--- src/rssr_pkg.sv ---
package rssr_pkg;
   // ============================================================
   // Register indices; the byte address on the bus is the index times four
   localparam logic [7:0] IDX_MISC_STATUS = 8'h1C;
   localparam logic [7:0] IDX_SER2_SHADOW = 8'h1D;
   localparam logic [7:0] IDX_FORCE_CHG = 8'h1E;
   localparam logic [7:0] IDX_RATE_SHADOW = 8'h1F;
   localparam logic [7:0] IDX_SER1_SHADOW = 8'h20;
   localparam logic [7:0] IDX_EDGE_SEL = 8'h21;
   localparam logic [7:0] IDX_KBC_STATUS = 8'h30;
   localparam logic [7:0] IDX_INT_MASK = 8'h31;
   localparam logic [7:0] IDX_SER1_WRITE = 8'h32;
   localparam logic [7:0] IDX_SER2_WRITE = 8'h33;
   localparam logic [7:0] IDX_RATE_WRITE = 8'h34;
   localparam int ADDR_LSB = 2;
   // ============================================================
   // Field layouts and reset values
   localparam logic [7:0] MISC_STATUS_MASK = 8'h3F;
   localparam logic [7:0] FORCE_CHG_MASK = 8'h03;
   localparam logic [7:0] FORCE_CHG_RESET = 8'h03;
   localparam logic [7:0] EDGE_SEL_MASK = 8'h0F;
   localparam logic [7:0] SHADOW_RESET = 8'h00;
   localparam logic [7:0] BYTE_ZERO = 8'h00;
   localparam int STS_PIN_SIXTY = 4;
   localparam int STS_PIN_SIXTY_ONE = 5;
   localparam int EVT_COUNT = 6;
   localparam int PIN_A_SMI = 0;
   localparam int PIN_B_SMI = 1;
   localparam int PIN_A_WAKE = 2;
   localparam int PIN_B_WAKE = 3;
   localparam int KBC_EVT = 4;
   localparam int DRV0 = 0;
   localparam int DRV1 = 1;
   // ============================================================
   // Floppy strobes, active high after inversion at the top
   typedef struct packed {
      logic step;
      logic drv0Sel;
      logic drv1Sel;
      logic diskChg;
   } rssr_floppy_t;
endpackage : rssr_pkg

--- src/rssr_edge_det.sv ---
`timescale 1ns/1ps
// Two-flop synchroniser followed by a change detector for one pin
// SETTLE is the number of samples after reset before an edge may count
module rssr_edge_det #(
   parameter int SETTLE = 3
) (
   input wire logic mclk,
   input wire logic nrst,
   input wire logic pin,
   output logic level,
   output logic rise,
   output logic fall
);
   logic meta;
   logic sync;
   logic prev;
   logic [SETTLE-1:0] primed;

   // ============================================================
   // Synchroniser; meta feeds only sync
   always_ff @(posedge mclk or negedge nrst) begin
      if (!nrst) begin
         meta <= 1'b0;
         sync <= 1'b0;
         prev <= 1'b0;
         primed <= '0;
      end else begin
         meta <= pin;
         sync <= meta;
         prev <= sync;
         primed <= {primed[SETTLE-2:0], 1'b1};
      end
   end

   // Compare each sample with the last one; gated until prev holds a real sample,
   // so a pin that idles high gives no false rise after reset
   assign level = sync;
   assign rise = primed[SETTLE-1] & sync & ~prev;
   assign fall = primed[SETTLE-1] & ~sync & prev;
endmodule : rssr_edge_det

--- src/runtime_shadow_status_regs.sv ---
// The APB interface to the registers was decided locally.
`timescale 1ns/1ps
// How it works
// - Either edge of either pin sets status
// - Writing one clears edge status bits
// - Misc status bits 7:6 read zero
// - Serial two FIFO control read-only shadow
// - Serial one shadow, same layout
// - Software sets force bits, cannot clear
// - Step and drive one clears force 1
// - Step and drive zero clears force 0
// - Disk change merges selects, forces, input
// - Force bit per drive forces change
// - Force register bits 7:2 read zero
// - Floppy data-rate select read-only shadow
// - Edge bit0: pin A SMI edge choice
// - Edge bit1: pin B SMI edge choice
// - Edge bit2: pin A wake edge choice
// - Edge bit3: pin B wake edge choice
module runtime_shadow_status_regs (
   input wire logic mclk,
   input wire logic nrst,
   input wire logic nrstMain,
   input wire logic psel,
   input wire logic penable,
   input wire logic pwrite,
   input wire logic [11:0] paddr,
   input wire logic [31:0] pwdata,
   output logic [31:0] prdata,
   output logic pready,
   output logic pslverr,
   input wire logic gpio_pin_sixty,
   input wire logic gpio_pin_sixty_one,
   input wire logic kbc_port_pin_a,
   input wire logic kbc_port_pin_b,
   input wire logic floppy_step_strobe_n,
   input wire logic drive_zero_select_n,
   input wire logic drive_one_select_n,
   input wire logic disk_change_input_n,
   output logic disk_change_indication,
   output logic [3:0] kbcEventPulse,
   output logic irq
);
   // ============================================================
   // Synchronised pins
   logic [3:0] pinRaw;
   logic [3:0] pinLvl;
   logic [3:0] pinRise;
   logic [3:0] pinFall;
   logic [3:0] floppyRaw;
   logic [3:0] floppyLvl;
   rssr_pkg::rssr_floppy_t fl;

   assign pinRaw = {kbc_port_pin_b, kbc_port_pin_a, gpio_pin_sixty_one, gpio_pin_sixty};
   assign floppyRaw = {~floppy_step_strobe_n, ~drive_zero_select_n,
                       ~drive_one_select_n, ~disk_change_input_n};

   // Every pin through its own rssr_edge_det instance; edges used on the four event pins, only the level on the floppy inputs
   genvar gi;
   generate
      for (gi = 0; gi < 4; gi++) begin : gPin
         rssr_edge_det uEdge (
            .mclk(mclk),
            .nrst(nrst),
            .pin(pinRaw[gi]),
            .level(pinLvl[gi]),
            .rise(pinRise[gi]),
            .fall(pinFall[gi])
         );
         rssr_edge_det uFlop (
            .mclk(mclk),
            .nrst(nrstMain),
            .pin(floppyRaw[gi]),
            .level(floppyLvl[gi]),
            .rise(),
            .fall()
         );
      end
   endgenerate
   assign fl = rssr_pkg::rssr_floppy_t'(floppyLvl);

   // ============================================================
   // APB decode; every access completes in its first access cycle
   logic [7:0] regIdx;
   logic wrEn;
   logic rdEn;
   logic [7:0] wByte;
   logic hitKnown;
   assign regIdx = paddr[9:rssr_pkg::ADDR_LSB];
   assign wrEn = psel & penable & pwrite & pready;
   assign rdEn = psel & ~penable & ~pwrite;
   assign wByte = pwdata[7:0];
   assign hitKnown = (regIdx >= rssr_pkg::IDX_MISC_STATUS && regIdx <= rssr_pkg::IDX_EDGE_SEL)
                     || (regIdx >= rssr_pkg::IDX_KBC_STATUS
                         && regIdx <= rssr_pkg::IDX_RATE_WRITE);

   // Strobes per register
   logic wrMisc;
   logic wrForce;
   logic wrEdge;
   logic wrKbc;
   logic wrMask;
   logic wrSer1;
   logic wrSer2;
   logic wrRate;
   assign wrMisc = wrEn && regIdx == rssr_pkg::IDX_MISC_STATUS;
   assign wrForce = wrEn && regIdx == rssr_pkg::IDX_FORCE_CHG;
   assign wrEdge = wrEn && regIdx == rssr_pkg::IDX_EDGE_SEL;
   assign wrKbc = wrEn && regIdx == rssr_pkg::IDX_KBC_STATUS;
   assign wrMask = wrEn && regIdx == rssr_pkg::IDX_INT_MASK;
   assign wrSer1 = wrEn && regIdx == rssr_pkg::IDX_SER1_WRITE;
   assign wrSer2 = wrEn && regIdx == rssr_pkg::IDX_SER2_WRITE;
   assign wrRate = wrEn && regIdx == rssr_pkg::IDX_RATE_WRITE;

   // ============================================================
   // Registers
   logic [7:0] miscStatus;
   logic [7:0] ser2Shadow;
   logic [7:0] ser1Shadow;
   logic [7:0] rateShadow;
   logic [7:0] forceChg;
   logic [7:0] edgeSel;
   logic [7:0] kbcStatus;
   logic [7:0] intMask;

   // Edge events for the misc status register
   logic [7:0] miscSet;
   always_comb begin
      miscSet = rssr_pkg::BYTE_ZERO;
      miscSet[rssr_pkg::STS_PIN_SIXTY] = pinRise[0] | pinFall[0];
      miscSet[rssr_pkg::STS_PIN_SIXTY_ONE] = pinRise[1] | pinFall[1];
   end

   // Keyboard-port events: falling always, rising only if both-edges chosen
   logic [3:0] kbcSet;
   assign kbcSet[rssr_pkg::PIN_A_SMI] = pinFall[2]
          | (pinRise[2] & edgeSel[rssr_pkg::PIN_A_SMI]);
   assign kbcSet[rssr_pkg::PIN_B_SMI] = pinFall[3]
          | (pinRise[3] & edgeSel[rssr_pkg::PIN_B_SMI]);
   assign kbcSet[rssr_pkg::PIN_A_WAKE] = pinFall[2]
          | (pinRise[2] & edgeSel[rssr_pkg::PIN_A_WAKE]);
   assign kbcSet[rssr_pkg::PIN_B_WAKE] = pinFall[3]
          | (pinRise[3] & edgeSel[rssr_pkg::PIN_B_WAKE]);

   // Next values; in the status registers a set in the same cycle as a clear wins, in the force bits the step clear wins
   logic [7:0] next_miscStatus;
   logic [7:0] next_kbcStatus;
   logic [7:0] next_forceChg;
   logic [7:0] kbcSetByte;
   logic [7:0] forceClr;
   assign kbcSetByte = {4'h0, kbcSet};
   assign next_miscStatus = ((miscStatus & ~(wrMisc ? wByte : rssr_pkg::BYTE_ZERO))
                             | miscSet) & rssr_pkg::MISC_STATUS_MASK;
   assign next_kbcStatus = ((kbcStatus & ~(wrKbc ? wByte : rssr_pkg::BYTE_ZERO))
                            | kbcSetByte) & rssr_pkg::EDGE_SEL_MASK;
   always_comb begin
      forceClr = rssr_pkg::BYTE_ZERO;
      forceClr[rssr_pkg::DRV1] = fl.step & fl.drv1Sel;
      forceClr[rssr_pkg::DRV0] = fl.step & fl.drv0Sel;
   end
   // Writes only ever set; a clear comes only from the step strobe
   assign next_forceChg = ((forceChg | (wrForce ? wByte : rssr_pkg::BYTE_ZERO)) & ~forceClr)
                          & rssr_pkg::FORCE_CHG_MASK;

   // Standby-domain registers
   always_ff @(posedge mclk or negedge nrst) begin
      if (!nrst) begin
         miscStatus <= rssr_pkg::BYTE_ZERO;
         kbcStatus <= rssr_pkg::BYTE_ZERO;
         edgeSel <= rssr_pkg::BYTE_ZERO;
         intMask <= rssr_pkg::BYTE_ZERO;
      end else begin
         miscStatus <= next_miscStatus;
         kbcStatus <= next_kbcStatus;
         if (wrEdge) edgeSel <= wByte & rssr_pkg::EDGE_SEL_MASK;
         if (wrMask) intMask <= wByte & rssr_pkg::MISC_STATUS_MASK;
      end
   end

   // Main-power registers; the force bits come up set after main reset
   always_ff @(posedge mclk or negedge nrstMain) begin
      if (!nrstMain) begin
         forceChg <= rssr_pkg::FORCE_CHG_RESET;
         ser1Shadow <= rssr_pkg::SHADOW_RESET;
         ser2Shadow <= rssr_pkg::SHADOW_RESET;
         rateShadow <= rssr_pkg::SHADOW_RESET;
      end else begin
         forceChg <= next_forceChg;
         if (wrSer1) ser1Shadow <= wByte;
         if (wrSer2) ser2Shadow <= wByte;
         if (wrRate) rateShadow <= wByte;
      end
   end

   // ============================================================
   // Disk change merge, registered so the output leaves a flop
   logic next_diskChg;
   assign next_diskChg = (fl.drv0Sel & forceChg[rssr_pkg::DRV0])
                       | (fl.drv1Sel & forceChg[rssr_pkg::DRV1])
                       | fl.diskChg;

   // Read mux; shadows are read-only, their write ports sit elsewhere
   logic [7:0] rdByte;
   always_comb begin
      unique case (regIdx)
         rssr_pkg::IDX_MISC_STATUS: rdByte = miscStatus;
         rssr_pkg::IDX_SER2_SHADOW: rdByte = ser2Shadow;
         rssr_pkg::IDX_FORCE_CHG: rdByte = forceChg & rssr_pkg::FORCE_CHG_MASK;
         rssr_pkg::IDX_RATE_SHADOW: rdByte = rateShadow;
         rssr_pkg::IDX_SER1_SHADOW: rdByte = ser1Shadow;
         rssr_pkg::IDX_EDGE_SEL: rdByte = edgeSel;
         rssr_pkg::IDX_KBC_STATUS: rdByte = kbcStatus;
         rssr_pkg::IDX_INT_MASK: rdByte = intMask;
         default: rdByte = rssr_pkg::BYTE_ZERO;
      endcase
   end

   // APB answer: ready one cycle after setup, data latched in setup
   always_ff @(posedge mclk or negedge nrst) begin
      if (!nrst) begin
         pready <= 1'b0;
         pslverr <= 1'b0;
         prdata <= 32'h0000_0000;
      end else begin
         pready <= psel & ~penable;
         pslverr <= psel & ~penable & ~hitKnown;
         if (rdEn) prdata <= {24'h00_0000, rdByte};
      end
   end

   // Outputs from flops
   always_ff @(posedge mclk or negedge nrst) begin
      if (!nrst) begin
         disk_change_indication <= 1'b0;
         kbcEventPulse <= 4'h0;
         irq <= 1'b0;
      end else begin
         disk_change_indication <= next_diskChg;
         kbcEventPulse <= kbcSet;
         // Level irq from next state; keyboard-port status is left unmasked on purpose
         irq <= (|(next_miscStatus & intMask)) | (|next_kbcStatus[rssr_pkg::KBC_EVT-1:0]);
      end
   end

   // ============================================================
   // Assertions
   property p_edge60;
      @(posedge mclk) disable iff (!nrst)
         (pinRise[0] | pinFall[0]) |=> miscStatus[rssr_pkg::STS_PIN_SIXTY];
   endproperty
   a_edge60: assert property (p_edge60) else $error("gpio_pin_sixty edge lost");

   property p_w1c;
      @(posedge mclk) disable iff (!nrst)
         (wrMisc && wByte[rssr_pkg::STS_PIN_SIXTY] && !miscSet[rssr_pkg::STS_PIN_SIXTY])
            |=> !miscStatus[rssr_pkg::STS_PIN_SIXTY];
   endproperty
   a_w1c: assert property (p_w1c) else $error("status not cleared");

   property p_rsvd;
      @(posedge mclk) disable iff (!nrst) miscStatus[7:6] == 2'b00 && forceChg[7:2] == 6'h00;
   endproperty
   a_rsvd: assert property (p_rsvd) else $error("reserved bit set");

   property p_shadow;
      @(posedge mclk) disable iff (!nrstMain) wrSer2 |=> ser2Shadow == $past(wByte);
   endproperty
   a_shadow: assert property (p_shadow) else $error("shadow missed write");

   property p_noclr;
      @(posedge mclk) disable iff (!nrstMain)
         (forceChg[0] && !fl.step) |=> forceChg[0];
   endproperty
   a_noclr: assert property (p_noclr) else $error("force bit cleared");

   property p_stepclr;
      @(posedge mclk) disable iff (!nrstMain)
         (fl.step && fl.drv1Sel && !(wrForce && wByte[1])) |=> !forceChg[1];
   endproperty
   a_stepclr: assert property (p_stepclr) else $error("force 1 kept");

   property p_dskchg;
      @(posedge mclk) disable iff (!nrst) fl.diskChg |=> disk_change_indication;
   endproperty
   a_dskchg: assert property (p_dskchg) else $error("disk change lost");

   property p_smiA;
      @(posedge mclk) disable iff (!nrst)
         (pinRise[2] && !edgeSel[0]) |-> !kbcSet[rssr_pkg::PIN_A_SMI];
   endproperty
   a_smiA: assert property (p_smiA) else $error("rising edge taken");

   property p_edge61;
      @(posedge mclk) disable iff (!nrst)
         (pinRise[1] | pinFall[1]) |=> miscStatus[rssr_pkg::STS_PIN_SIXTY_ONE];
   endproperty
   a_edge61: assert property (p_edge61) else $error("second pin edge lost");

   property p_w0keep;
      @(posedge mclk) disable iff (!nrst)
         (wrMisc && !wByte[rssr_pkg::STS_PIN_SIXTY_ONE]
          && miscStatus[rssr_pkg::STS_PIN_SIXTY_ONE])
            |=> miscStatus[rssr_pkg::STS_PIN_SIXTY_ONE];
   endproperty
   a_w0keep: assert property (p_w0keep) else $error("zero write cleared status");

   property p_stepclr0;
      @(posedge mclk) disable iff (!nrstMain)
         (fl.step && fl.drv0Sel) |=> !forceChg[rssr_pkg::DRV0];
   endproperty
   a_stepclr0: assert property (p_stepclr0) else $error("force 0 kept");

   property p_forceSet;
      @(posedge mclk) disable iff (!nrstMain)
         (wrForce && wByte[rssr_pkg::DRV0] && !forceClr[rssr_pkg::DRV0])
            |=> forceChg[rssr_pkg::DRV0];
   endproperty
   a_forceSet: assert property (p_forceSet) else $error("force 0 not set");

   property p_shadow1;
      @(posedge mclk) disable iff (!nrstMain) wrSer1 |=> ser1Shadow == $past(wByte);
   endproperty
   a_shadow1: assert property (p_shadow1) else $error("serial one shadow missed write");

   property p_rate;
      @(posedge mclk) disable iff (!nrstMain) wrRate |=> rateShadow == $past(wByte);
   endproperty
   a_rate: assert property (p_rate) else $error("rate shadow missed write");

   property p_rdForce;
      @(posedge mclk) disable iff (!nrst)
         (rdEn && regIdx == rssr_pkg::IDX_FORCE_CHG) |=> prdata[7:2] == 6'h00;
   endproperty
   a_rdForce: assert property (p_rdForce) else $error("force reserved bits read");

   property p_rdMisc;
      @(posedge mclk) disable iff (!nrst)
         (rdEn && regIdx == rssr_pkg::IDX_MISC_STATUS) |=> prdata[7:6] == 2'b00;
   endproperty
   a_rdMisc: assert property (p_rdMisc) else $error("status reserved bits read");

   property p_force1;
      @(posedge mclk) disable iff (!nrst)
         (fl.drv1Sel && forceChg[rssr_pkg::DRV1]) |=> disk_change_indication;
   endproperty
   a_force1: assert property (p_force1) else $error("forced change 1 lost");

   property p_wakeB;
      @(posedge mclk) disable iff (!nrst)
         (pinRise[3] && edgeSel[rssr_pkg::PIN_B_WAKE]) |=> kbcStatus[rssr_pkg::PIN_B_WAKE];
   endproperty
   a_wakeB: assert property (p_wakeB) else $error("pin B wake rise lost");

   property p_smiB;
      @(posedge mclk) disable iff (!nrst)
         pinFall[3] |=> kbcStatus[rssr_pkg::PIN_B_SMI];
   endproperty
   a_smiB: assert property (p_smiB) else $error("pin B fall lost");
endmodule : runtime_shadow_status_regs

--- config.mk ---
export PLATFORM = sky130hd
export DESIGN_NAME = runtime_shadow_status_regs
export DESIGN_NICKNAME = d
export VERILOG_FILES = /design/src/rssr_pkg.sv /design/src/rssr_edge_det.sv /design/src/runtime_shadow_status_regs.sv
export SDC_FILE = /design/constraint.sdc
export NUM_CORES = 1
export LEC_CHECK = 0
export BUFFER_PORTS_ARGS = -buffer_cell sky130_fd_sc_hd__clkbuf_2
export CORE_MARGIN = 1
export CORE_UTILIZATION = 35
export CTS_CLUSTER_DIAMETER = 200
export CTS_CLUSTER_SIZE = 20
export DETAILED_ROUTE_END_ITERATION = 7
export HOLD_SLACK_MARGIN = 0.02
export SETUP_SLACK_MARGIN = 0.15
export SYNTH_ARGS = -nofsm -noshare
export SYNTH_HDL_FRONTEND = slang
export SYNTH_HIERARCHICAL = 1
export SYNTH_SLANG_ARGS = --single-unit
--- constraint.sdc ---
create_clock -name mclk -period 1.5 [get_ports mclk]
set_input_delay 0.225 -clock mclk [delete_from_list [all_inputs] [get_ports mclk]]
set_output_delay 0.225 -clock mclk [all_outputs]
set_load 0.005 [all_outputs]
==> After elaboration in Yosys (flattened, before gate mapping) <==
Cells that the tools add are included.
{ "word_totals": {"regBits": 94, "in_bits": 58, "out_inout_bits": 40} }
{ "op_classes": {"n_lt_le_gt_ge": 4, "n_eq_ne": 11, "n_mux": 4, "bitwise": 64, "reduce_logical": 13} }
{ "ops": {"columns": ["cell", "count"], "rows": [
  ["case mux 8 bit (8 select lines)", 1],
  ["== test 8 x 6 -> 1 bit, second input constant", 7],
  ["== test 8 x 5 -> 1 bit, second input constant", 4],
  ["AND 1 bit", 30],
  ["less-or-equal comparator 8 x 6 -> 1 bit, second input constant", 2],
  ["inverter 1 bit", 15],
  ["AND 6 bit", 2],
  ["logical AND 1 bit", 10],
  ["bitwise OR 1 bit", 9],
  ["greater-or-equal comparator 8 x 5 -> 1 bit, second input constant", 1],
  ["greater-or-equal comparator 8 x 6 -> 1 bit, second input constant", 1],
  ["OR reduction 8 bit", 1],
  ["two-way mux 6 bit", 1],
  ["inverter 6 bit", 1],
  ["bitwise OR 6 bit", 1],
  ["AND 4 bit", 1],
  ["two-way mux 4 bit", 1],
  ["inverter 4 bit", 1],
  ["bitwise OR 4 bit", 1],
  ["OR reduction 4 bit", 1],
  ["AND 2 bit", 1],
  ["two-way mux 2 bit", 1],
  ["inverter 2 bit", 1],
  ["bitwise OR 2 bit", 1],
  ["logical OR 1 bit", 1]
]} }

==> Depth between registers and ports, before layout <==
Gate-level depths: netlist of the first run.
{ "logic_depth": {"depth_word": 11, "depth_mapped": 7} }

==> By module <==
Netlist of the first run, hierarchy kept.
{ "by_module_without_submodules": {"columns": ["module", "instances", "cells_each", "area_per_inst_um2", "seq_area_each_um2"], "rows": [
  ["runtime_shadow_status_regs", 1, 265, 3186.8, 1554.0],
  ["rssr_edge_det", 8, 9, 171.4, 150.1]
]} }

==> Least setup slack after synthesis of the first run <==
Ideal clock, no wire load.
{ "synth_path": {"kind": "input to register", "start": "in paddr[2]", "end": "reg irq", "setup_ns": 0.137, "t_arrival_ns": 1.471, "path_slack_ns": -0.108, "path_stages": 6, "path_cell_list": "clkbuf_8 > or2_2 > nor4_4 > nand2_2 > a311oi_1 > nand4_1"} }
{ "synth_between": {"elab_chain_len": 9} }
{ "synth_rtl": {"columns": ["element", "line", "rtl"], "rows": [
  ["start, declared", "runtime_shadow_status_regs.sv:27", "input wire logic [11:0] paddr,"],
  ["== test 8 x 5 -> 1 bit", "runtime_shadow_status_regs.sv:106", "assign wrMisc = wrEn && regIdx == rssr_pkg::IDX_MISC_STATUS;"],
  ["logical AND 1 bit", "runtime_shadow_status_regs.sv:106", null],
  ["two-way mux 6 bit", "runtime_shadow_status_regs.sv:152", "assign next_miscStatus = ((miscStatus & ~(wrMisc ? wByte : rssr_pkg::BYTE_ZERO))"],
  ["inverter 6 bit", "runtime_shadow_status_regs.sv:152", null],
  ["AND 6 bit", "runtime_shadow_status_regs.sv:152", null],
  ["bitwise OR 6 bit", "runtime_shadow_status_regs.sv:153", "| miscSet) & rssr_pkg::MISC_STATUS_MASK;"],
  ["AND 6 bit", "runtime_shadow_status_regs.sv:241", "irq <= (|(next_miscStatus & intMask)) | (|next_kbcStatus[rssr_pkg::KBC_EVT-1:0]);"],
  ["OR reduction 8 bit", "runtime_shadow_status_regs.sv:241", null],
  ["bitwise OR 1 bit (*)", "runtime_shadow_status_regs.sv:241", null],
  ["end signal, assigned", "runtime_shadow_status_regs.sv:241", null],
  ["end, declared", "runtime_shadow_status_regs.sv:42", "output logic irq"]
]} }
Mark *: on every way between the ends. The rest lies on a longest branch, timed or not.
A chain may end at the register's enable or synchronous reset.

==> Worst setup path in the final report of the first run <==
{ "layout_path": {"start": "reg pready", "end": "reg irq"} }
{ "layout_between": {"elab_chain_len": 9} }
{ "layout_rtl": {"columns": ["element", "line", "rtl"], "rows": [
  ["start, declared", "runtime_shadow_status_regs.sv:30", "output logic pready,"],
  ["start signal, assigned", "runtime_shadow_status_regs.sv:225", "pready <= psel & ~penable;"],
  ["AND 1 bit (*)", "runtime_shadow_status_regs.sv:90", "assign wrEn = psel & penable & pwrite & pready;"],
  ["logical AND 1 bit", "runtime_shadow_status_regs.sv:106", null],
  ["two-way mux 6 bit", "runtime_shadow_status_regs.sv:152", null],
  ["inverter 6 bit", "runtime_shadow_status_regs.sv:152", null],
  ["AND 6 bit", "runtime_shadow_status_regs.sv:152", null],
  ["bitwise OR 6 bit", "runtime_shadow_status_regs.sv:153", null],
  ["AND 6 bit", "runtime_shadow_status_regs.sv:241", null],
  ["OR reduction 8 bit", "runtime_shadow_status_regs.sv:241", null],
  ["bitwise OR 1 bit (*)", "runtime_shadow_status_regs.sv:241", null]
]} }
Marked as above.

==> impl_metrics.py, run 1 <==
metrics = {
    "status": {
        "outcome": "finished with violations",
        "violations": "negative setup slack",
    },
    "finish": {
        "drive_gt1_frac": 0.4400,
        "area_growth_pct": 32.29,
        "final-seq-area_um2": 2355,
        "antennaDiodeCount": 0,
        "stdcell_area_um2": 5388,
        "final_nets": 479,
        "n_fill_cell": 1038,
        "multiInputGateArea_um2": 1669,
    },
    "placed_design": {
        "dp_slack_ps": -288.7,
        "port_buffers": 45,
        "placed_area_um2": 4771,
        "routabilityCongestion": 0.8180,
        "dpl.hpwl_um": 6559,
    },
    "clocking": {
        "h-tree-depth": 3,
        "cts_root_buf": "clkbuf_16",
        "numCtsBuffers": 9,
        "clk_latency_ps": 340,
        "cts_sinks": 94,
        "clock_tree.buffer_depth": 2,
        "path_clk_slew_ps": 70,
        "cts_tree": "built",
    },
    "grt": {
        "grt_max_degree": 33,
        "grt-ovfl-total": 0,
        "antenna_found_initial": 0,
        "grt_first_pass_wirelength_um": 14540,
        "grt_use_total": 0.1657,
        "grt_pass1_vias": 2760,
    },
    "floorplanning": {
        "die-area_um2": 12070,
        "core_area_um2": 11370,
        "die_x_um": 109.9,
        "start_util": 0.3582,
        "die_y_um": 109.9,
        "fp-row-count": 39,
        "ios": 98,
    },
    "detailed_routing": {
        "num_vias": 2784,
        "via_per_inst": 4.901,
        "wl_um": 9372,
        "drt_pass1_iterations": 4,
        "wl_per_cell_um": 16.50,
        "drcViolationCount": 0,
        "antenna_left": 0,
        "drt_first_iter_violations": 87,
    },
    "logic_synthesis": {
        "netlist_area_um2": 4073,
        "avgSynthCellArea_um2": 13.18,
        "yosysWarnings": 6,
        "synth_cells": 309,
    },
    "worst_hold_path": {
        "hold_path.class": "in -> reg",
    },
    "flow_run": {
        "maxCapViolCount": 0,
    },
    "setup_path": {
        "worstPathArrival_ps": 1860,
        "worst_setup_path_end_kind": "flip-flop",
        "crit_fanout": 5,
        "timing.setup.critical_path_class": "reg -> reg",
        "startpoint_type": "flip-flop",
        "crit_family": "simple AND/OR/NAND/NOR gates",
        "cp_slowest_cell": "dfrtp_1",
        "crit_required_ps": 1710,
        "crit_chain": "nand4_1, buf_4, nor4_4, buf_6, a21oi_1, a311oi_1, nand4_1",
        "slowest_delay_ps": 370,
        "crit_buf_inv": 2,
        "worst_path_most_repeated_cell": "nand4_1",
    },
    "sta": {
        "fmax_mhz": 605.3,
        "rsz0062_at_grt": "yes",
        "hold_violations": 0,
        "fin_skew_ps": 7.889,
        "drv_slew": 0,
        "setup_violations": 28,
        "fin_tns_setup_ps": -1819,
        "min_period_ps": 1652,
        "setup_slack_ps": -152.1,
        "final.period_utilization": 1.101,
    },
    "power": {
        "peakVddDrop_mv": 0.6102,
        "p_leak_nw": 2.613,
        "power_density_nw_per_um2": 989.3,
    },
}
## per-layer routing
layer / track usage / vias up / share of wire / routed length (µm)
met5: 0 / - / 0 / 0
met4: 0.08667 / 0 / 0.027 / 255
met1: 0.2170 / 1405 / 0.45 / 4253
li1: - / 1292 / - / -
met3: 0.03438 / 16 / 0.040 / 375
met2: 0.2580 / 71 / 0.48 / 4488
## path summary, 6_finish.rpt
kind,startpoint,to,slack (ps),cells past startpoint
min in group asynchronous,nrst,prdata[1],320,2
min reg2reg,gPin[3].uEdge/meta,gPin[3].uEdge/level,340,0
max,pready,irq,-150,7
min,floppy_step_strobe_n,gPin[3].uFlop/meta,30,2
max in group asynchronous,nrstMain,forceChg[0],580,3
max reg2reg,pready,irq,-150,7
## power by group
group	leakage (nW)	internal [mW]	switching [mW]
sequential	1.19	2.59	0.0208
combinational	1.28	0.141	0.193
clock	0.144	1.45	0.939
## placed cells by master, fill, tap and decap left out, types with 9 or more instances in the layout
| cell | n |
|---|---|
| clkbuf_2 | 42 |
| mux2_2 | 15 |
| and3b_1 | 9 |
| clkbuf_16 | 9 |
| buf_6 | 14 |
| buf_4 | 43 |
| mux2_4 | 22 |
| dfrtp_1 | 92 |
| nand2_1 | 15 |
| conb_1 | 28 |
## per-stage QoR
step	hold WS (ps)	power [mW]	utilization	instances
final	29.82	5.330	0.4739	568
after global routing	38.95	5.524	0.4739	568
after detailed placement	144.5	2.960	0.4196	534
after CTS	23.06	5.377	0.4657	562
after floorplan	-70.59	2.818	-	332
after global placement	141.8	2.954	0.4196	534
## sequential cells by signal, summed over array words and instances, names as in the netlist, 2 cells and up
register	flops
gPin.uFlop/meta	4
intMask	6
prdata	8
gPin.uEdge/level	4
ser1Shadow	8
gPin.uFlop/level	4
edgeSel	4
gPin.uEdge/prev	4
gPin.uEdge/meta	4
kbcEventPulse	4
rateShadow	8
gPin.uEdge/primed	12
ser2Shadow	8
forceChg	2
miscStatus	6
kbcStatus	4
## cell type report
cell class              instances  area share
well taps                     143     0.03321
inverters                       5    0.003484
repair buffers                113      0.1584
clock inverters                 6     0.01626
clock buffers                   9     0.04180
flip-flops and latches         94      0.4371
multi-input cells             198      0.3098
## timing repair
action                                 4_1_cts  5_1_grt
gates resized for setup                     26       16
pin swaps                                    9        7
endpoints found under the hold margin       30        0
gates cloned                                 1        0
setup endpoints to repair                   43       49
buffers inserted                             4        6
hold buffers                                 8        0
No activity file was read; power rests on OpenSTA's default activity.
==> run 2, diff against run 1 <==
Settings changed: RECOVER_POWER set to 100.
==> run 2 against run 1 <==
  * The run still ends with negative setup slack left
  * Sequential cell count did not move
  * Sequential power barely moved
  * Total power decreased by 0.37%
  * Non-clock buffer count unchanged
  * Via count is essentially flat
  * Register-to-register slack hardly changed
  * Cell count unchanged
  * Sequential share of layout area increased by 0.49 points
  * Combinational power shrank 4%
==> impl_metrics.py, run 2 (same netlist as run 1, synthesis figures left out) <==
metrics = {
    "sta": {
        "min_period_ps": 1654,
        "fmax_mhz": 604.7,
        "setup_slack_ps": -153.7,
        "slew_headroom": 0.3600,
        "rsz0062_at_grt": "yes",
        "final.period_utilization": 1.102,
        "drv_slew": 0,
        "worst_slew_pin_slew_ps": 960.0,
        "hold_violations": 0,
        "setup_violations": 29,
        "fin_skew_ps": 8.945,
    },
    "power": {
        "power_density_nw_per_um2": 996.7,
        "peakVddDrop_mv": 0.6110,
        "p_leak_nw": 2.545,
        "pwr-share-seq": 0.492,
        "switching_share": 0.2154,
        "total_power_mw": 5.310,
        "clkPwrFrac": 0.448,
        "p_comb_frac": 0.060,
        "switchingPower_mw": 1.144,
        "internal-power_mw": 4.167,
    },
    "floorplanning": {
        "core_area_um2": 11370,
        "fp-row-count": 39,
        "die_x_um": 109.9,
        "die_y_um": 109.9,
        "ios": 98,
        "die-area_um2": 12070,
        "start_util": 0.3582,
    },
    "finish": {
        "largest_reg_flops": 12,
        "drive_gt1_frac": 0.4000,
        "final_cell_mix": "dfrtp_1, buf_4, clkbuf_2",
        "fin_cells": 568,
        "layout_commonest_cell": "dfrtp_1",
        "stdcell_area_um2": 5328,
        "final_nets": 479,
        "antennaDiodeCount": 0,
        "multiInputGateArea_um2": 1669,
        "area_growth_pct": 30.81,
        "final-seq-area_um2": 2355,
        "top_register": "gPin.uEdge/primed",
        "n_fill_cell": 1045,
        "finish.utilization": 0.4686,
    },
    "clocking": {
        "numCtsBuffers": 9,
        "cts_sinks": 94,
        "cts_root_buf": "clkbuf_16",
        "path_clk_slew_ps": 70,
        "clock_tree.buffer_depth": 2,
        "cts_tree": "built",
        "h-tree-depth": 3,
        "clk_latency_ps": 340,
    },
    "setup_path": {
        "worstPathArrival_ps": 1860,
        "r2r-end": "irq",
        "crit_cells": 7,
        "slowest_delay_ps": 370,
        "crit_chain": "nand4_1, buf_4, nor4_4, buf_6, a21oi_1, a311oi_1, nand4_1",
        "r2r_start": "pready",
        "startpoint_type": "flip-flop",
        "worst_setup_path_end_kind": "flip-flop",
        "setup.worst_path.start": "pready",
        "crit_required_ps": 1710,
        "crit_family": "simple AND/OR/NAND/NOR gates",
        "timing.setup.critical_path_class": "reg -> reg",
        "crit_buf_inv": 2,
        "cp-endpoint": "irq",
        "cp_slowest_cell": "dfrtp_1",
        "reg2reg_depth": 7,
        "worst_path_most_repeated_cell": "nand4_1",
        "crit_fanout": 5,
        "reg2reg_slack_ps": -150,
    },
    "detailed_routing": {
        "via_per_inst": 4.898,
        "drt_first_iter_violations": 114,
        "num_vias": 2782,
        "wl_um": 9362,
        "drt_pass1_iterations": 4,
        "drcViolationCount": 0,
        "antenna_left": 0,
        "wl_per_cell_um": 16.48,
    },
    "placed_design": {
        "placed_area_um2": 4771,
        "port_buffers": 45,
        "routabilityCongestion": 0.8180,
        "dp_cells": 534,
        "dpl.hpwl_um": 6559,
    },
    "grt": {
        "gr-max-usage-layer": "met2",
        "grt_use_total": 0.1657,
        "grt-ovfl-total": 0,
        "grt_first_pass_wirelength_um": 14540,
        "grt_util_met1": 0.2170,
        "grt_max_degree": 33,
        "use_met2": 0.2580,
        "antenna_found_initial": 0,
        "grt_pass1_vias": 2760,
        "grt_util_met3": 0.03438,
    },
    "status": {
        "violations": "negative setup slack",
        "outcome": "finished with violations",
    },
    "flow_run": {
        "maxCapViolCount": 0,
    },
    "worst_hold_path": {
        "hold_path.class": "in -> reg",
    },
}
-- run 2: timing repair --
item | 4_1_cts | 5_1_grt
endpoints found under the hold margin | 30 | 0
pin swaps | 9 | 7
resized for setup | 26 | 16
gates cloned | 1 | 0
hold buffers | 8 | 0
setup buffers | 4 | 6
endpoints found under the setup margin | 43 | 49
-- run 2: how the worst min path moves through the flow --
| stage | end | depth (start not counted) | from |
|---|---|---|---|
| after detailed placement | prdata[1] | 1 | nrst |
| after CTS | gPin[3].uFlop/meta | 2 | floppy_step_strobe_n |
| after global placement | prdata[1] | 1 | nrst |
| final | gPin[3].uFlop/meta | 2 | floppy_step_strobe_n |
| after floorplan | disk_change_indication | 0 | nrst |
| after global routing | gPin[2].uFlop/meta | 2 | drive_zero_select_n |
-- run 2: layer usage --
| metal | routed length (µm) | vias up |
|---|---|---|
| met5 | 0 | - |
| met4 | 199 | 0 |
| met3 | 474 | 14 |
| met2 | 4497 | 82 |
| met1 | 4191 | 1396 |
| li1 | - | 1290 |
-- run 2: area by class of cell --
type                       instances  share of cell area
multi-input combinational        198              0.3133
clock buffer                       9             0.04227
inverter                           5            0.003523
sequential                        94              0.4420
timing repair buffer             113              0.1489
tap                              143             0.03358
clock inverter                     6             0.01644
-- run 2: metrics by stage --
stage                     setup WS (ps)  setup TNS (ps)  hold WS [ps]
final                            -153.7           -1834         32.89
after global routing             -280.7           -6546         38.95
after CTS                        -113.2           -1203         23.06
after detailed placement         -288.7           -9081         144.5
after global placement           -228.9           -6768         141.8
after floorplan                  -98.58          -534.5        -70.59
-- run 2: power by group through the flow --
stage	logic (mW)	clock network [mW]	registers, mW
2_1_floorplan	0.163	0	2.66
3_3_place_gp	0.297	0	2.66
3_5_place_dp	0.301	0	2.66
4_1_cts	0.325	2.44	2.61
5_1_grt	0.361	2.53	2.62
6_report	0.319	2.38	2.61
